`src/dch_map.svh`:
```
`ifndef DCH_MAP_SVH
`define DCH_MAP_SVH

// ==========================================================
// Register offsets
`define DCH_OFF_CTRL 6'h00
`define DCH_OFF_STAT 6'h04
`define DCH_OFF_RXDATA 6'h08
`define DCH_OFF_TAB 6'h20

// ==========================================================
// Field positions
`define DCH_CTRL_GO 0
`define DCH_STAT_EVENT 0
`define DCH_STAT_IRQ 1
`define DCH_STAT_RXNEW 2
`define DCH_STAT_BUSY 3
`define DCH_STAT_ADDR_LO 8
`define DCH_STAT_ADDR_HI 10

// ==========================================================
// Codes and reset values
`define DCH_OP_ADDR 3'h7
`define DCH_RESP_OKAY 2'h0
`define DCH_RESP_SLVERR 2'h2
`define DCH_BYTE_RST 8'h00
`define DCH_WORD_RST 32'h00000000

`endif

```
`src/dch_pkg.sv`:
```
package dch_pkg;
  typedef logic [7:0] dch_byte_t;
  typedef logic [2:0] dch_code_t;
  typedef enum logic [1:0] {HS_IDLE, HS_LOAD, HS_HOLD} dch_hs_e;
endpackage

```
`src/dch_host.sv`:
```
`timescale 1ns/1ps
// Notes on behaviour
// [RQ1] Raise event; drive then fetches operation byte
// [RQ2] Drive paces transfers with address and strobe
// [RQ3] Acknowledge paces each byte, answering each strobe
// [RQ4] Drive fetches parameter bytes per operation byte
// [RQ5] Several operations share one operation byte
// [RQ6] Always accept unsolicited status transfers
// [RQ7] Drive sets address 400 ns before strobe
// [RQ8] Answer each strobe within 500 us
// [RQ9] Data valid within 1 us of acknowledge
// [RQ10] Drive releases bus within 200 ns
// [RQ11] Drive bus only after strobe, inbound direction
// [RQ12] Drive captures byte, then drops strobe
// [RQ13] Seek: op byte, cylinder high, cylinder low
// [RQ14] Take and acknowledge seek-complete status byte
// [RQ15] Interrupt request independent of unit selection
// [RQ16] Drive raises interrupt request on status change
// [RQ17] Drive defers new event until prior done
// [RQ18] Drive blocks writes from event leading edge
// [RQ19] Write during block raises drive fault
// [RQ20] Never raise event during data operation
// [RQ21] Selected drive sends status changes unprompted
// [RQ22] Hold event until strobe with address 111
// [RQ23] Drop event after acknowledging operation byte
// [RQ24] Direction high means toward drive
// [RQ25] Eight-bit shared three-state bus
// [RQ26] Three address lines give byte meaning
// [RQ27] Strobe held until acknowledge; no early restart
`include "dch_map.svh"

module dch_host (
  input wire logic I_REF_CLK,
  input wire logic I_RSTN,
  // AXI4-Lite slave
  input wire logic [5:0] I_AWADDR,
  input wire logic I_AWVALID,
  output logic O_AWREADY,
  input wire logic [31:0] I_WDATA,
  input wire logic [3:0] I_WSTRB,
  input wire logic I_WVALID,
  output logic O_WREADY,
  output logic [1:0] O_BRESP,
  output logic O_BVALID,
  input wire logic I_BREADY,
  input wire logic [5:0] I_ARADDR,
  input wire logic I_ARVALID,
  output logic O_ARREADY,
  output logic [31:0] O_RDATA,
  output logic [1:0] O_RRESP,
  output logic O_RVALID,
  input wire logic I_RREADY,
  // Drive link
  output logic O_EVENT,
  input wire logic I_BUS_READY,
  input wire dch_pkg::dch_code_t I_ADDR,
  input wire logic I_TO_DRIVE,
  output logic O_ACK,
  input wire dch_pkg::dch_byte_t I_BUS_DATA,
  output dch_pkg::dch_byte_t O_BUS_DATA,
  output logic O_BUS_OE,
  input wire logic I_INT_REQ,
  input wire logic I_DATA_OP_BUSY
);
  import dch_pkg::*;

  // ==========================================================
  // Decode helpers
  function automatic logic is_tab(input logic [5:0] a);
    is_tab = (a[5] == 1'b1) && (a[1:0] == 2'b00);
  endfunction

  function automatic logic is_known(input logic [5:0] a);
    is_known = is_tab(a) || (a == `DCH_OFF_CTRL) || (a == `DCH_OFF_STAT) ||
      (a == `DCH_OFF_RXDATA);
  endfunction

  // ==========================================================
  // State
  dch_hs_e hs_r;
  dch_hs_e hs_nxt;
  dch_byte_t tab_r [8];
  dch_byte_t rx_data_r;
  dch_code_t rx_addr_r;
  logic rx_new_r;
  logic irq_r;
  logic event_r;
  logic op_xfer_r;
  logic ack_r;
  logic oe_r;
  dch_byte_t bus_out_r;
  logic aw_got_r;
  logic w_got_r;
  logic [5:0] aw_addr_r;
  logic [31:0] w_data_r;
  logic [3:0] w_strb_r;
  logic bvalid_r;
  logic [1:0] bresp_r;
  logic rvalid_r;
  logic [31:0] rdata_r;
  logic [1:0] rresp_r;
  logic awready_r;
  logic wready_r;
  logic arready_r;

  // ==========================================================
  // Bus decode
  wire aw_take = I_AWVALID && !aw_got_r && !bvalid_r;
  wire w_take = I_WVALID && !w_got_r && !bvalid_r;
  wire wr_fire = aw_got_r && w_got_r && !bvalid_r;
  wire ar_take = I_ARVALID && !rvalid_r;
  wire aw_got_nxt = wr_fire ? 1'b0 : (aw_take || aw_got_r);
  wire w_got_nxt = wr_fire ? 1'b0 : (w_take || w_got_r);
  wire bvalid_nxt = wr_fire || (bvalid_r && !I_BREADY);
  wire rvalid_nxt = ar_take || (rvalid_r && !I_RREADY);
  wire wr_ctrl = wr_fire && (aw_addr_r == `DCH_OFF_CTRL) && w_strb_r[0];
  wire wr_stat = wr_fire && (aw_addr_r == `DCH_OFF_STAT) && w_strb_r[0];
  wire wr_tab = wr_fire && is_tab(aw_addr_r) && w_strb_r[0];
  wire [2:0] wr_idx = aw_addr_r[4:2];
  wire go = wr_ctrl && w_data_r[`DCH_CTRL_GO];
  wire clr_rx = wr_stat && w_data_r[`DCH_STAT_RXNEW];
  wire hs_busy = (hs_r != HS_IDLE);
  wire [31:0] stat_word = {21'h000000, rx_addr_r, 4'h0, hs_busy, rx_new_r, irq_r, event_r};
  wire [31:0] rd_word =
    (I_ARADDR == `DCH_OFF_CTRL) ? {31'h00000000, event_r} :
    (I_ARADDR == `DCH_OFF_STAT) ? stat_word :
    (I_ARADDR == `DCH_OFF_RXDATA) ? {24'h000000, rx_data_r} :
    is_tab(I_ARADDR) ? {24'h000000, tab_r[I_ARADDR[4:2]]} : `DCH_WORD_RST;

  // ==========================================================
  // Link decode
  wire strobe_in = I_BUS_READY && I_TO_DRIVE;                 // [RQ24]
  wire strobe_out = I_BUS_READY && !I_TO_DRIVE;
  wire op_fetch = strobe_in && (I_ADDR == `DCH_OP_ADDR);      // [RQ22]
  wire start_ok = go && !event_r && !I_DATA_OP_BUSY;          // [RQ20]
  wire rx_capture = (hs_r == HS_IDLE) && strobe_out;          // [RQ6] [RQ14] [RQ21]
  wire op_done = (hs_r == HS_HOLD) && op_xfer_r;              // [RQ23]

  always_comb begin
    hs_nxt = hs_r;
    unique case (hs_r)
      HS_IDLE: begin
        if (strobe_in) begin
          hs_nxt = HS_LOAD;
        end else if (strobe_out) begin
          hs_nxt = HS_HOLD;
        end
      end
      HS_LOAD: hs_nxt = HS_HOLD;
      HS_HOLD: begin
        if (!I_BUS_READY) begin
          hs_nxt = HS_IDLE;                                   // [RQ27]
        end
      end
    endcase
  end

  // ==========================================================
  // Handshake
  always_ff @(posedge I_REF_CLK or negedge I_RSTN) begin
    if (!I_RSTN) begin
      hs_r <= HS_IDLE;
      ack_r <= 1'b0;
      oe_r <= 1'b0;
      bus_out_r <= `DCH_BYTE_RST;
      op_xfer_r <= 1'b0;
    end else begin
      hs_r <= hs_nxt;
      if ((hs_r == HS_IDLE) && strobe_in) begin
        oe_r <= 1'b1;                                         // [RQ11] [RQ25]
        bus_out_r <= tab_r[I_ADDR];                           // [RQ4] [RQ5] [RQ13] [RQ26]
        op_xfer_r <= op_fetch;
      end
      if (hs_r == HS_LOAD) begin
        ack_r <= 1'b1;                                        // [RQ3] [RQ9]
      end
      if (rx_capture) begin
        ack_r <= 1'b1;                                        // [RQ3] [RQ8]
        op_xfer_r <= 1'b0;
      end
      if ((hs_r == HS_HOLD) && !I_BUS_READY) begin
        ack_r <= 1'b0;                                        // [RQ12]
        oe_r <= 1'b0;
      end
      if (op_done) begin
        op_xfer_r <= 1'b0;                                    // [RQ23]
      end
    end
  end

  // ==========================================================
  // Event and received status
  always_ff @(posedge I_REF_CLK or negedge I_RSTN) begin
    if (!I_RSTN) begin
      event_r <= 1'b0;
      rx_data_r <= `DCH_BYTE_RST;
      rx_addr_r <= 3'h0;
      rx_new_r <= 1'b0;
      irq_r <= 1'b0;
    end else begin
      irq_r <= I_INT_REQ;                                     // [RQ15] [RQ16]
      if (start_ok) begin
        event_r <= 1'b1;                                      // [RQ1]
      end else if (op_done) begin
        event_r <= 1'b0;                                      // [RQ23]
      end
      if (rx_capture) begin
        rx_data_r <= I_BUS_DATA;                              // [RQ14]
        rx_addr_r <= I_ADDR;
      end
      if (rx_capture) begin
        rx_new_r <= 1'b1;
      end else if (clr_rx) begin
        rx_new_r <= 1'b0;
      end
    end
  end

  // ==========================================================
  // Byte table, one per address code
  always_ff @(posedge I_REF_CLK or negedge I_RSTN) begin
    if (!I_RSTN) begin
      for (int i = 0; i < 8; i++) begin
        tab_r[i] <= `DCH_BYTE_RST;
      end
    end else if (wr_tab) begin
      tab_r[wr_idx] <= w_data_r[7:0];
    end
  end

  // ==========================================================
  // AXI4-Lite write path
  always_ff @(posedge I_REF_CLK or negedge I_RSTN) begin
    if (!I_RSTN) begin
      aw_got_r <= 1'b0;
      w_got_r <= 1'b0;
      aw_addr_r <= 6'h00;
      w_data_r <= `DCH_WORD_RST;
      w_strb_r <= 4'h0;
      bvalid_r <= 1'b0;
      bresp_r <= `DCH_RESP_OKAY;
    end else begin
      if (aw_take) begin
        aw_got_r <= 1'b1;
        aw_addr_r <= I_AWADDR;
      end
      if (w_take) begin
        w_got_r <= 1'b1;
        w_data_r <= I_WDATA;
        w_strb_r <= I_WSTRB;
      end
      if (wr_fire) begin
        aw_got_r <= 1'b0;
        w_got_r <= 1'b0;
        bvalid_r <= 1'b1;
        bresp_r <= is_known(aw_addr_r) ? `DCH_RESP_OKAY : `DCH_RESP_SLVERR;
      end else if (bvalid_r && I_BREADY) begin
        bvalid_r <= 1'b0;
      end
    end
  end

  // ==========================================================
  // AXI4-Lite read path
  always_ff @(posedge I_REF_CLK or negedge I_RSTN) begin
    if (!I_RSTN) begin
      rvalid_r <= 1'b0;
      rdata_r <= `DCH_WORD_RST;
      rresp_r <= `DCH_RESP_OKAY;
    end else if (ar_take) begin
      rvalid_r <= 1'b1;
      rdata_r <= rd_word;
      rresp_r <= is_known(I_ARADDR) ? `DCH_RESP_OKAY : `DCH_RESP_SLVERR;
    end else if (rvalid_r && I_RREADY) begin
      rvalid_r <= 1'b0;
    end
  end

  // ==========================================================
  // Registered ready outputs
  always_ff @(posedge I_REF_CLK or negedge I_RSTN) begin
    if (!I_RSTN) begin
      awready_r <= 1'b1;
      wready_r <= 1'b1;
      arready_r <= 1'b1;
    end else begin
      awready_r <= !aw_got_nxt && !bvalid_nxt;
      wready_r <= !w_got_nxt && !bvalid_nxt;
      arready_r <= !rvalid_nxt;
    end
  end

  // ==========================================================
  // Outputs
  assign O_AWREADY = awready_r;
  assign O_WREADY = wready_r;
  assign O_BVALID = bvalid_r;
  assign O_BRESP = bresp_r;
  assign O_ARREADY = arready_r;
  assign O_RVALID = rvalid_r;
  assign O_RDATA = rdata_r;
  assign O_RRESP = rresp_r;
  assign O_EVENT = event_r;
  assign O_ACK = ack_r;
  assign O_BUS_DATA = bus_out_r;
  assign O_BUS_OE = oe_r;

endmodule // dch_host

```
`config.mk`:
```
export PLATFORM = sky130hd
export DESIGN_NAME = dch_host
export DESIGN_NICKNAME = d
export VERILOG_FILES = /design/src/dch_pkg.sv /design/src/dch_host.sv
export VERILOG_INCLUDE_DIRS = /design/src /design/src/src
export SDC_FILE = /design/constraint.sdc
export NUM_CORES = 1
export LEC_CHECK = 0
export ABC_AREA = 1
export CORE_ASPECT_RATIO = 0.5
export CORE_MARGIN = 2
export CORE_UTILIZATION = 55
export CTS_BUF_LIST = sky130_fd_sc_hd__clkbuf_2 sky130_fd_sc_hd__clkbuf_4 sky130_fd_sc_hd__clkbuf_8
export DETAILED_ROUTE_END_ITERATION = 7
export DONT_BUFFER_PORTS = 1
export HOLD_SLACK_MARGIN = 0.08
export PLACE_DENSITY = 0.73
export SLEW_MARGIN = 20
export SYNTH_ARGS = -nofsm -noshare
export SYNTH_HDL_FRONTEND = slang
export SYNTH_SLANG_ARGS = --single-unit
```
`constraint.sdc`:
```
create_clock -name I_REF_CLK -period 1.6 [get_ports I_REF_CLK]
set_input_delay 0.24 -clock I_REF_CLK [delete_from_list [all_inputs] [get_ports I_REF_CLK]]
set_output_delay 0.24 -clock I_REF_CLK [all_outputs]
set_load 0.005 [all_outputs]
```
# Word level (Yosys, flattened, before mapping)

Cells that the tools add are included.
Widths: inputs -> output; s select.

Bits in registers: 149
Input port bits: 70
Output and inout port bits: 52
Word-level logic and storage cells: 161

$lt $le $gt $ge: 4
Eq/ne operators: 9
Muxes and demuxes: 41
Bitwise gates (word level): 3
Reductions and logical operators: 73

Operator list:

| operator           | number |
|---|---|
| $bwmux 64          | 1 |
| $mux 8             | 7 |
| $bmux 8 s3         | 2 |
| $logic_and 1x1->1  | 33 |
| $demux 8 s3        | 1 |
| $mux 1             | 22 |
| $mux 11            | 2 |
| $reduce_bool 2->1  | 8 |
| $logic_not 1->1    | 14 |
| $eq 6x3->1 const B | 2 |
| $eq 6x4->1 const B | 2 |
| $ge 4x4->1 const B | 3 |
| $logic_not 6->1    | 2 |
| $not 3->4          | 3 |
| $logic_or 1x1->1   | 10 |
| $mux 2             | 5 |
| $logic_not 2->1    | 3 |
| $pmux 2 s3         | 1 |
| $reduce_bool 3->1  | 2 |
| $lt 4x1->1 const B | 1 |
| $eq 3x3->1 const B | 1 |
| $ne 3x3->1 const B | 1 |
| $eq 2x1->1 const B | 1 |
| $eq 2x2->1 const B | 1 |
| 2 further kinds    | 2 |

# Longest topological paths before layout

Gate-level depths: netlist of the first run.

Depth in word-level cells: 8
Mapped depth: 10

# Worst setup path before layout of the first run

No wires, ideal clock.

Path kind: reg-to-reg
From: register hs_r[0]
To: register rx_data_r[4]
Data arrival time: 1448 ps
Data required time: 1475 ps
Slack: 27 ps
Stages on the path, launching flop included: 7
Cells stage by stage: dfrtp_1 -> inv_1 -> ha_1 -> nand2_1 -> or2_2 -> clkbuf_1 -> mux2_2

Cells in the longest elaborated chain, start to end: 2

RTL lines:

| what                   | line            | text |
|---|---|---|
| from (decl)            | dch_host.sv:80  | `dch_hs_e hs_r;` |
| from (signal assigned) | dch_host.sv:168 | `hs_r <= hs_nxt;` |
| $logic_not 2->1        | dch_host.sv:136 | `wire rx_capture = (hs_r == HS_IDLE) && strobe_out;` |
| $logic_and 1x1->1      | dch_host.sv:136 |  |
| to (signal assigned)   | dch_host.sv:196 | `` rx_data_r <= `DCH_BYTE_RST; `` |
| to (decl)              | dch_host.sv:83  | `dch_byte_t rx_data_r;` |

Every way passes these cells.
A chain may end at the register's enable or synchronous reset.

# Worst setup path after layout of the first run

From: register aw_addr_r[1]
To: register tab_r[52] (netlist bit)

Cells in the longest elaborated chain, start to end: 4

RTL lines:

| what                            | line            | text |
|---|---|---|
| from (decl)                     | dch_host.sv:94  | `logic [5:0] aw_addr_r;` |
| from (signal assigned)          | dch_host.sv:237 | `aw_addr_r <= 6'h00;` |
| from (signal assigned)          | dch_host.sv:245 | `aw_addr_r <= I_AWADDR;` |
| $logic_not 2->1                 | dch_host.sv:70  | `is_tab = (a[5] == 1'b1) && (a[1:0] == 2'b00);` |
| $logic_and 1x1->1               | dch_host.sv:70  |  |
| $logic_and 1x1->1 (2 in series) | dch_host.sv:118 | `wire wr_tab = wr_fire && is_tab(aw_addr_r) && w_strb_r[0];` |
| to (signal, indexed assignment) | dch_host.sv:224 | `` tab_r[i] <= `DCH_BYTE_RST; `` |
| to (signal, indexed assignment) | dch_host.sv:227 | `tab_r[wr_idx] <= w_data_r[7:0];` |
| to (decl)                       | dch_host.sv:82  | `dch_byte_t tab_r [8];` |

Every way passes these cells.

==> results of run 1 <==
layout make-up:
cell class	count	area, um^2
clock buffers	18	241
clock inverters	14	218
fillers	906	3690
inverters	71	267
multi-input cells	550	2600
flip-flops and latches	126	3160
well taps	145	181
repair buffers	66	627
timing repair:
action | 4_1_cts | 5_1_grt
cloned | 0 | 2
resized for setup | 1 | 50
setup buffers | 0 | 4
setup endpoints to repair | 16 | 70
pin swaps | 0 | 4
hold endpoints to repair | 167 | 126
final timing paths:
path                              startpoint           end  slack [ns]  cells past startpoint
worst min-delay path                  I_RSTN  aw_addr_r[0]       -0.51                      0
worst max register to register  aw_addr_r[1]     tab_r[52]        0.03                      8
min in group I_REF_CLK           I_BUS_READY       hs_r[1]        0.11                      3
worst min register to register     tab_r[40]     tab_r[40]        0.49                      2
max in group asynchronous             I_RSTN     O_ARREADY        1.85                      0
worst max-delay path            aw_addr_r[1]     tab_r[52]        0.03                      8
cells in the final DEF (no fill, tap or decap), types with 20 or more instances in the layout:
cell	instances
sky130_fd_sc_hd__o211ai_1	20
sky130_fd_sc_hd__inv_1	66
sky130_fd_sc_hd__conb_1	23
sky130_fd_sc_hd__buf_4	23
sky130_fd_sc_hd__nand2_1	202
sky130_fd_sc_hd__dlygate4sd3_1	31
sky130_fd_sc_hd__o21ai_0	84
sky130_fd_sc_hd__dfrtp_1	123
sky130_fd_sc_hd__nor2_1	61
sky130_fd_sc_hd__a21oi_1	44
sky130_fd_sc_hd__nand3_1	56
sky130_fd_sc_hd__o21ai_1	22
cell usage after synthesis:
| library cell | count |
|---|---|
| sky130_fd_sc_hd__a21oi_1 | 44 |
| sky130_fd_sc_hd__and2_1 | 1 |
| sky130_fd_sc_hd__buf_1 | 2 |
| sky130_fd_sc_hd__buf_2 | 9 |
| sky130_fd_sc_hd__buf_4 | 23 |
| sky130_fd_sc_hd__clkbuf_1 | 20 |
| sky130_fd_sc_hd__clkinv_1 | 5 |
| sky130_fd_sc_hd__conb_1 | 1 |
| sky130_fd_sc_hd__dfrtp_1 | 123 |
| sky130_fd_sc_hd__dfstp_2 | 3 |
| sky130_fd_sc_hd__ha_1 | 3 |
| sky130_fd_sc_hd__inv_1 | 66 |
| sky130_fd_sc_hd__mux2_2 | 7 |
| sky130_fd_sc_hd__nand2_1 | 209 |
| sky130_fd_sc_hd__nand3_1 | 57 |
| sky130_fd_sc_hd__nand3_4 | 1 |
| sky130_fd_sc_hd__nand4_1 | 6 |
| sky130_fd_sc_hd__nor2_1 | 63 |
| sky130_fd_sc_hd__nor3_1 | 1 |
| sky130_fd_sc_hd__nor3_2 | 1 |
| sky130_fd_sc_hd__nor3_4 | 1 |
| sky130_fd_sc_hd__nor3b_1 | 1 |
| sky130_fd_sc_hd__nor4_1 | 2 |
| sky130_fd_sc_hd__o211ai_1 | 20 |
| sky130_fd_sc_hd__o21a_1 | 1 |
| sky130_fd_sc_hd__o21ai_0 | 106 |
| sky130_fd_sc_hd__o22ai_1 | 1 |
| sky130_fd_sc_hd__o31ai_1 | 1 |
| sky130_fd_sc_hd__or2_2 | 1 |
power breakdown:
part           internal (W)  switching [W]  leakage, nW
Combinational       0.00117        0.00179         1.68
Clock               0.00187        0.00134        0.222
Sequential          0.00430       0.000758         1.62
Total               0.00733        0.00388         3.52
logic make-up (layout without fill, tap and decap cells):
group | count (synthesis) | count (layout) | synth area share (%)
flip-flops | 126 | 126 | 51.0
multiplexers | 7 | 7 | 1.27
AO/OA/AOI/OAI | 173 | 173 | 14.9
buffers and inverters | 125 | 169 | 9.16
other | 1 | 23 | 0.0606
AND/OR/NAND/NOR | 344 | 344 | 23.0
adder cells (fa/ha/maj) | 3 | 3 | 0.606
sequential cells by signal, summed over array words and instances (netlist names), 2 cells and up:
signal,flops
aw_addr_r,6
w_data_r,8
hs_r,2
tab_r,64
rx_addr_r,3
O_BUS_DATA,8
rx_data_r,8
O_RDATA,11
stage by stage:
step | hold slack, ns | setup slack, ns | total power, W | cell area, um^2 | cells
after detailed placement | -0.0521 | 0.0119 | 0.00773 | 6380 | 921
after global placement | -0.0512 | 0.0370 | 0.00758 | 6380 | 921
after floorplan | -0.0556 | 0.0274 | 0.00688 | 6270 | 801
final | -0.505 | 0.0327 | 0.0112 | 7290 | 990
after CTS | -0.525 | 0.00237 | 0.0110 | 7160 | 984
after global routing | -0.527 | -0.0996 | 0.0119 | 7290 | 990
routing by layer:
metal	part of all wire, %	track usage, %
met5	0	0
met4	1.6	9.91
met3	12	7.42
met2	42	44.3
met1	44	41.7
==> impl_summary.log, run 1 <==
INFO  metric run_status = complete, but fails checks
INFO  metric finalCriticalPeriod = 1.57 ns
INFO  metric setup-tns-final = 0 ns
INFO  metric pin_count = ~120
INFO  metric tritoncts = done
INFO  metric worst_slew_pin_slew = 0.558 ns
INFO  metric synth.area.top_cells = sky130_fd_sc_hd__dfrtp_1, sky130_fd_sc_hd__nand2_1, sky130_fd_sc_hd__o21ai_0
INFO  metric vias_per_cell = 5.64
INFO  metric worst_slew_margin_rel = roughly 63%
INFO  metric timing.critical_path.arrival = 1.87 ns
INFO  metric critPathBufInv = 2
INFO  metric synthesis.yosys.warnings = 0
INFO  metric library_cell_used_as_clock_root_buffer = sky130_fd_sc_hd__clkbuf_8
INFO  metric timing.clock.skew = 0.0125 ns
INFO  metric core_area = 11000 um^2
INFO  metric clock_latency = 0.44 ns
INFO  metric dpl.hpwl = 10.8 mm
INFO  metric ctsHtreeMaxLevel = 4
INFO  metric max_stage_delay = around 0.4 ns
INFO  metric num-nets-final = 905
INFO  metric cpLargestDelayFamily = simple AND/OR/NAND/NOR gates
INFO  metric end_kind = flop
INFO  metric ys_seq_elements = around 130
INFO  metric design.die.area = 12200 um^2
INFO  metric cts_inserted_buffers = 17
INFO  metric drt_wl_total = 17.3 mm
INFO  metric violations = hold timing
INFO  metric floorplan.initialDensity = 56.4%
INFO  metric synth_largest_type_area_fraction = 49.7%
INFO  metric grt_antenna_before_repair = 0
INFO  metric layout-drive-gt1-share = 10.9%
INFO  metric timing.final.hold_violations = 126
INFO  metric final.period_utilization = ~100%
INFO  metric timing.critical_path.fanout_max = 16
INFO  metric insertedDiodeCount = 0
INFO  metric flow.area_growth_from_synthesis = 17.7%
INFO  metric die_height = 79.0 um
INFO  metric detail_route.drc_violations = 0
INFO  metric ys_seq_area_share = between 50 and 60%
INFO  metric maxSlewViolCount = 0
INFO  metric min-delay-path-class = input port to async pin
INFO  metric rsz0062_at_grt = true
INFO  metric final_core_utilization = 66.4%
INFO  metric die_w = between 150 and 200 um
INFO  metric cellLeakagePower = around 3.5 nW
INFO  metric maxCapViolations = 0
INFO  metric ir_drop = 0.00105 V
INFO  metric num_rows = 27
INFO  metric hold_slack = -0.505 ns
INFO  metric grt-ovfl-total = 0
INFO  metric cts_hold_bufs = 31
INFO  metric post-synth-top-area-cell = sky130_fd_sc_hd__dfrtp_1
INFO  metric cts-root-to-sink-buffers = 2
INFO  metric grt_pass1_vias = 5158
INFO  metric antenna_violating_nets_post_route = 0
INFO  metric buffer_ports.inserted = 0
INFO  metric peak_clock_frequency_supported_by_timing = 0.638 GHz
INFO  metric drtIter0Drc = 635
INFO  metric drt_first_pass_iters = 5
INFO  metric kind_of_start_point_of_the_critical_path = flop
INFO  metric criticalPathCategory = flop to flop
INFO  metric worst_ep_required_time = 1.90 ns
INFO  metric detail_route.wl_per_cell = 17.5 um
INFO  metric cpMaxStageDelayCell = sky130_fd_sc_hd__dfrtp_1
INFO  metric setup-violations-final = 0
INFO  metric cts.reportedPaths.clkPinSlew = ~0.08 ns
INFO  metric gp_congestion = between 0.8 and 0.9
INFO  metric p_per_area = 1540 nW/um^2
INFO  metric grt_pass1_wl = 27.1 mm
INFO  metric grt_start_max_net_pins = ~130
INFO  metric clock_sink_count = 126
INFO  metric post_synth_inst_count = 779
INFO  metric vias = 5581
INFO  metric synth_cell_types = 29
INFO  metric global_route.usage.total = 29.3%
INFO  metric synth.cell_area = 6190 um^2
INFO  metric synth_area_per_cell = 7.95 um^2
INFO  metric worstPathCellList = nor2_2 > nand2_2 > nor3_4 > buf_6 > nand4_1 > buf_6 > nand2_2 > o21ai_0
Note: power is estimated with default switching activity, not from simulation.
==> inputs of run 2 (changes only) <==
CORE_UTILIZATION = 45   (was 55)
PLACE_DENSITY = not set   (was 0.73)
==> impl_summary.log, run 2 (synthesized netlist as in run 1, its figures left out) <==
INFO  metric layout-drive-gt1-share = 11.0%
INFO  metric gp_congestion = 0.847
INFO  metric crit_path_from = aw_addr_r[1]
INFO  metric core_area = 13500 um^2
INFO  metric num_rows = 30
INFO  metric most_frequent_cells_in_the_layout = sky130_fd_sc_hd__nand2_1, sky130_fd_sc_hd__dfrtp_1, sky130_fd_sc_hd__o21ai_0
INFO  metric drtIter0Drc = 700
INFO  metric maxCapViolations = 0
INFO  metric critPathBufInv = 1
INFO  metric combinationalPowerShare = 26.3%
INFO  metric grt_pass1_wl = 27.8 mm
INFO  metric cts.reportedPaths.clkPinSlew = 0.08 ns
INFO  metric clock_latency = between 0.4 and 0.5 ns
INFO  metric peak_clock_frequency_supported_by_timing = 0.642 GHz
INFO  metric clock_sink_count = 126
INFO  metric met3_usage_in_global_routing = 7.36%
INFO  metric grt_pass1_vias = 4988
INFO  metric global_route.usage.met2 = 36.3%
INFO  metric p_per_area = 1500 nW/um^2
INFO  metric worst-r2r-setup-slack = 0.04 ns
INFO  metric maxSlewViolCount = 0
INFO  metric num-nets-final = ~900
INFO  metric detail_route.wl_per_cell = around 17 um
INFO  metric timing.critical_path.arrival = 1.86 ns
INFO  metric detail_route.drc_violations = 0
INFO  metric timing.clock.skew = between 0.01 and 0.015 ns
INFO  metric insertedDiodeCount = 0
INFO  metric worstPathCellList = nor2_2 > nand2_2 > nor3_4 > nand4_1 > buf_6 > nand2_1 > o21ai_0
INFO  metric violations = hold timing
INFO  metric multi_input_area = 2590 um^2
INFO  metric p_switching = ~0.0039 W
INFO  metric setup-violations-final = 0
INFO  metric vias_per_cell = around 5.3
INFO  metric min-delay-path-class = input port to async pin
INFO  metric grt_most_used_layer = met1
INFO  metric largest_reg_flops = 64
INFO  metric timing.final.hold_violations = approximately 130
INFO  metric floorplan.initialDensity = 45.9%
INFO  metric ir_drop = 0.000813 V
INFO  metric die_height = 86.9 um
INFO  metric antenna_violating_nets_post_route = 0
INFO  metric end_kind = flop
INFO  metric cts-root-to-sink-buffers = 2
INFO  metric drt_first_pass_iters = 8
INFO  metric worst_ep_required_time = 1.91 ns
INFO  metric portion_of_total_power_attributed_to_the_clock_network = between 20% and 30%
INFO  metric cts_inserted_buffers = 17
INFO  metric finalCriticalPeriod = ~1.6 ns
INFO  metric most_common_cell_after_layout_fill_and_taps_aside = sky130_fd_sc_hd__nand2_1
INFO  metric criticalPathCategory = flop to flop
INFO  metric max_stage_delay = 0.40 ns
INFO  metric tritoncts = done
INFO  metric global_route.usage.total = 25.0%
INFO  metric grt_antenna_before_repair = 0
INFO  metric flow.area_growth_from_synthesis = 17.1%
INFO  metric cpLargestDelayFamily = simple AND/OR/NAND/NOR gates
INFO  metric gr-usage-met1 = 36.8%
INFO  metric vias = between 5k and 6k
INFO  metric ctsHtreeMaxLevel = 4
INFO  metric seqCellArea = 3160 um^2
INFO  metric design.die.area = 14800 um^2
INFO  metric switch_share = about 36%
INFO  metric library_cell_used_as_clock_root_buffer = sky130_fd_sc_hd__clkbuf_8
INFO  metric nFillCells = 1296
INFO  metric rsz0062_at_grt = true
INFO  metric die_w = 170 um
INFO  metric totalPowerFinal = 0.0109 W
INFO  metric cellLeakagePower = ~3.5 nW
INFO  metric hold_slack = -0.508 ns
INFO  metric grt-ovfl-total = 0
INFO  metric timing.critical_path.fanout_max = 16
INFO  metric power.internal = around 0.007 W
INFO  metric timing.rr.start = aw_addr_r[1]
INFO  metric grt_start_max_net_pins = 127
INFO  metric dpl.hpwl = ~11 mm
INFO  metric final.period_utilization = about 100%
INFO  metric run_status = complete, but fails checks
INFO  metric regMostFlops = tab_r
INFO  metric buffer_ports.inserted = 0
INFO  metric kind_of_start_point_of_the_critical_path = flop
INFO  metric power.share.sequential = a little under half
INFO  metric cts_hold_bufs = 30
INFO  metric drt_wl_total = ~17 mm
INFO  metric cpMaxStageDelayCell = sky130_fd_sc_hd__dfrtp_1
INFO  metric pin_count = 122
-- run 2: changes by cell type in the layout (fill, tap and decap cells not counted), moves of 3 or more --
cell	before	now
sky130_fd_sc_hd__o21ai_1	22	17
sky130_fd_sc_hd__o21ai_0	84	89
sky130_fd_sc_hd__clkinvlp_4	3	6
sky130_fd_sc_hd__inv_6	0	4
sky130_fd_sc_hd__buf_6	11	6
-- run 2: cell type report --
class / count / area share (%)
clock buffer: 17 / 3.23
clock inverter: 15 / 2.59
inverter: 71 / 3.68
multi-input combinational: 550 / 35.7
sequential: 126 / 43.5
tap: 176 / 3.04
timing repair buffer: 63 / 8.21
-- run 2: final timing paths --
check | endpoint | depth (start not counted)
setup / recovery | tab_r[48] | 7
hold / removal | w_data_r[5] | 0
setup reg to reg | tab_r[48] | 7
hold reg to reg | tab_r[24] | 2
max in group asynchronous | O_ARREADY | 0
min in group I_REF_CLK | O_BUS_DATA[7] | 3
-- run 2: per-layer routing --
metal / vias to the layer above / share of wire (%)
met1: 2571 / 47
met3: 10 / 11
met4: 0 / 0.54
met2: 255 / 42
li1: 2605 / -
met5: - / 0
-- run 2: per-stage QoR --
stage	setup WS [ns]	TNS, ns	cells	utilization (%)	cell area [um^2]
after detailed placement	0.0105	0	955	47.9	6460
after floorplan	0.0274	0	801	-	6270
after global placement	0.0606	0	955	47.9	6460
after global routing	-0.0909	-2.46	1018	53.8	7250
final	0.0436	0	1018	53.8	7250
after CTS	0.0108	0	1017	53.3	7180
-- run 2: repair_timing --
action	in CTS	in global routing
buffers inserted	0	1
gates resized for setup	0	38
setup endpoints to repair	0	74
hold endpoints to repair	164	126
-- run 2: power by group through the flow --
stage / clock network (W) / registers [W] / logic (W)
2_1_floorplan: 0 / 0.00486 / 0.00202
3_3_place_gp: 0 / 0.00503 / 0.00263
3_5_place_dp: 0 / 0.00507 / 0.00271
4_1_cts: 0.00306 / 0.00501 / 0.00278
5_1_grt: 0.00320 / 0.00518 / 0.00333
6_report: 0.00298 / 0.00505 / 0.00287
==> inputs of run 3 (changes only) <==
CORE_UTILIZATION = 60   (was 45)
PLACE_DENSITY = 0.79   (was not set)
RECOVER_POWER = 50   (was not set)
==> impl_summary.log, run 3 (synthesized netlist as in run 1, its figures left out) <==
INFO  metric run_status = complete, but fails checks
INFO  metric violations = hold timing
INFO  metric core_area = 10100 um^2
INFO  metric cts_hold_bufs = 31
INFO  metric layout-drive-gt1-share = 9.08%
INFO  metric most_frequent_cells_in_the_layout = sky130_fd_sc_hd__nand2_1, sky130_fd_sc_hd__dfrtp_1, sky130_fd_sc_hd__o21ai_0
INFO  metric drt_wl_total = ~17 mm
INFO  metric post_cts_buffers = 0
INFO  metric detail_route.wl_per_cell = 16.9 um
INFO  metric power.internal = 0.00712 W
INFO  metric worst_ep_required_time = 1.90 ns
INFO  metric cellLeakagePower = between 3 and 4 nW
INFO  metric tritoncts = done
INFO  metric drt_first_pass_iters = 6
INFO  metric design.die.area = 11200 um^2
INFO  metric maxSlewViolCount = 0
INFO  metric drtIter0Drc = 658
INFO  metric final.period_utilization = 94.2%
INFO  metric num_rows = 26
INFO  metric final_core_utilization = 70.8%
INFO  metric power.share.sequential = 46.7%
INFO  metric grt_pass1_vias = 5209
INFO  metric grt_pass1_wl = 26.1 mm
INFO  metric grt-ovfl-total = 0
INFO  metric maxCapViolations = 0
INFO  metric worst_slew_margin_rel = 61.0%
INFO  metric min-delay-path-class = input port to async pin
INFO  metric ctsHtreeMaxLevel = 4
INFO  metric gp_congestion = 0.860
INFO  metric max_stage_delay = 0.39 ns
INFO  metric hold_slack = -0.505 ns
INFO  metric clock_latency = 0.44 ns
INFO  metric clock_sink_count = 126
INFO  metric flow.area_growth_from_synthesis = 15.8%
INFO  metric die_height = ~76 um
INFO  metric floorplan.initialDensity = around 61%
INFO  metric setup-violations-final = 0
INFO  metric worst_slew_pin_slew = 0.586 ns
INFO  metric rsz0062_at_grt = true
INFO  metric cts_inserted_buffers = 17
INFO  metric timing.critical_path.arrival = 1.81 ns
INFO  metric peak_clock_frequency_supported_by_timing = between 0.6 and 0.7 GHz
INFO  metric ir_drop = around 0.0012 V
INFO  metric criticalPathCategory = flop to flop
INFO  metric cts.reportedPaths.clkPinSlew = 0.07 ns
INFO  metric timing.clock.skew = around 0.0089 ns
INFO  metric totalPowerFinal = 0.0108 W
INFO  metric largest_reg_flops = 64
INFO  metric die_w = 148 um
INFO  metric cpMaxStageDelayCell = sky130_fd_sc_hd__dfrtp_1
INFO  metric kind_of_start_point_of_the_critical_path = flop
INFO  metric cts-root-to-sink-buffers = 2
INFO  metric dpl.hpwl = around 11 mm
INFO  metric vias = roughly 5.5k
INFO  metric regMostFlops = tab_r
INFO  metric finalCriticalPeriod = 1.51 ns
INFO  metric vias_per_cell = 5.66
INFO  metric global_route.usage.total = 30.8%
INFO  metric grt_antenna_before_repair = 0
INFO  metric p_per_area = 1510 nW/um^2
INFO  metric grt_start_max_net_pins = about 130
INFO  metric pin_count = 122
INFO  metric timing.critical_path.fanout_max = 16
INFO  metric p_switching = 0.00369 W
INFO  metric most_common_cell_after_layout_fill_and_taps_aside = sky130_fd_sc_hd__nand2_1
INFO  metric buffer_ports.inserted = 0
INFO  metric combinationalPowerShare = 25.8%
INFO  metric end_kind = flop
INFO  metric detail_route.drc_violations = 0
INFO  metric insertedDiodeCount = 0
INFO  metric switch_share = 34.1%
INFO  metric portion_of_total_power_attributed_to_the_clock_network = 27.5%
INFO  metric timing.final.hold_violations = 126
INFO  metric library_cell_used_as_clock_root_buffer = sky130_fd_sc_hd__clkbuf_8
INFO  metric num-nets-final = 898
INFO  metric worstPathCellList = nor2_2 > nand2_2 > nor3_4 > nand4_1 > buf_6 > nand2_1 > o21ai_0
INFO  metric antenna_violating_nets_post_route = 0
-- run 3: cell count changes in the layout (fill, tap and decap cells not counted), moves of 6 or more --
| cell | change |
|---|---|
| sky130_fd_sc_hd__buf_4 | -6 |
| sky130_fd_sc_hd__clkinvlp_4 | -6 |
| sky130_fd_sc_hd__nand2_1 | +6 |
| sky130_fd_sc_hd__nand2_2 | -6 |
| sky130_fd_sc_hd__o21ai_0 | +8 |
| sky130_fd_sc_hd__o21ai_1 | -8 |
-- run 3: final cells by class --
class / instances / area [um^2]
Clock buffer: 24 / 312
Fill cell: 803 / 2950
Sequential cell: 126 / 3160
Tap cell: 140 / 175
Clock inverter: 7 / 110
Inverter: 71 / 267
Multi-Input combinational cell: 550 / 2560
Timing Repair Buffer: 59 / 582
-- run 3: power groups by stage --
stage                     sequential (W)  combinational (W)  clock, W
final                            0.00505            0.00279   0.00297
after global routing             0.00519            0.00322   0.00313
after CTS                        0.00502            0.00273   0.00299
after detailed placement         0.00507            0.00265         0
after global placement           0.00502            0.00252         0
after floorplan                  0.00486            0.00202         0
-- run 3: per-layer routing --
metal | vias to the layer above | wire length (um) | track usage [%]
li1 | 2591 | - | -
met1 | 2590 | 6970 | 40.4
met2 | 307 | 7080 | 48.2
met3 | 46 | 2100 | 10.8
met4 | 0 | 404 | 11.8
met5 | - | 0 | 0
-- run 3: worst paths after layout --
path                       cells after the start         to  slack (ns)         start
max in group asynchronous                      0  O_ARREADY        1.86        I_RSTN
setup / recovery                               7   tab_r[5]        0.09  aw_addr_r[1]
hold reg to reg                                2  tab_r[41]        0.49     tab_r[41]
setup reg to reg                               7   tab_r[5]        0.09  aw_addr_r[1]
hold / removal                                 0  tab_r[24]       -0.51        I_RSTN
min in group I_REF_CLK                         2    hs_r[1]        0.09   I_BUS_READY
-- run 3: repair_timing --
item,CTS,global route
gates resized for setup,1,18
hold endpoints to repair,166,126
endpoints found under the setup margin,4,59
pin swaps,0,1
-- run 3: through the flow --
stage               hold WS, ns  worst slack (ns)  instance area (um^2)  instances  TNS (ns)
global placement        -0.0518            0.0325                  6410        915         0
global route             -0.528           -0.0332                  7170        977    -0.242
detailed placement      -0.0514          -0.00118                  6410        915  -0.00118
floorplan               -0.0556            0.0274                  6270        801         0
finish                   -0.505            0.0920                  7170        977         0
CTS                      -0.521            0.0101                  7140        977         0
-- run 3: critical path, delay by kind of cell, from the launching register on --
| kind | cells | cell delay, ns |
|---|---|---|
| and+or+nand+nor | 5 | 0.70 |
| DFF | 1 | 0.39 |
| AOI/OAI and AO/OA | 1 | 0.09 |
| buffers and inverters | 1 | 0.19 |
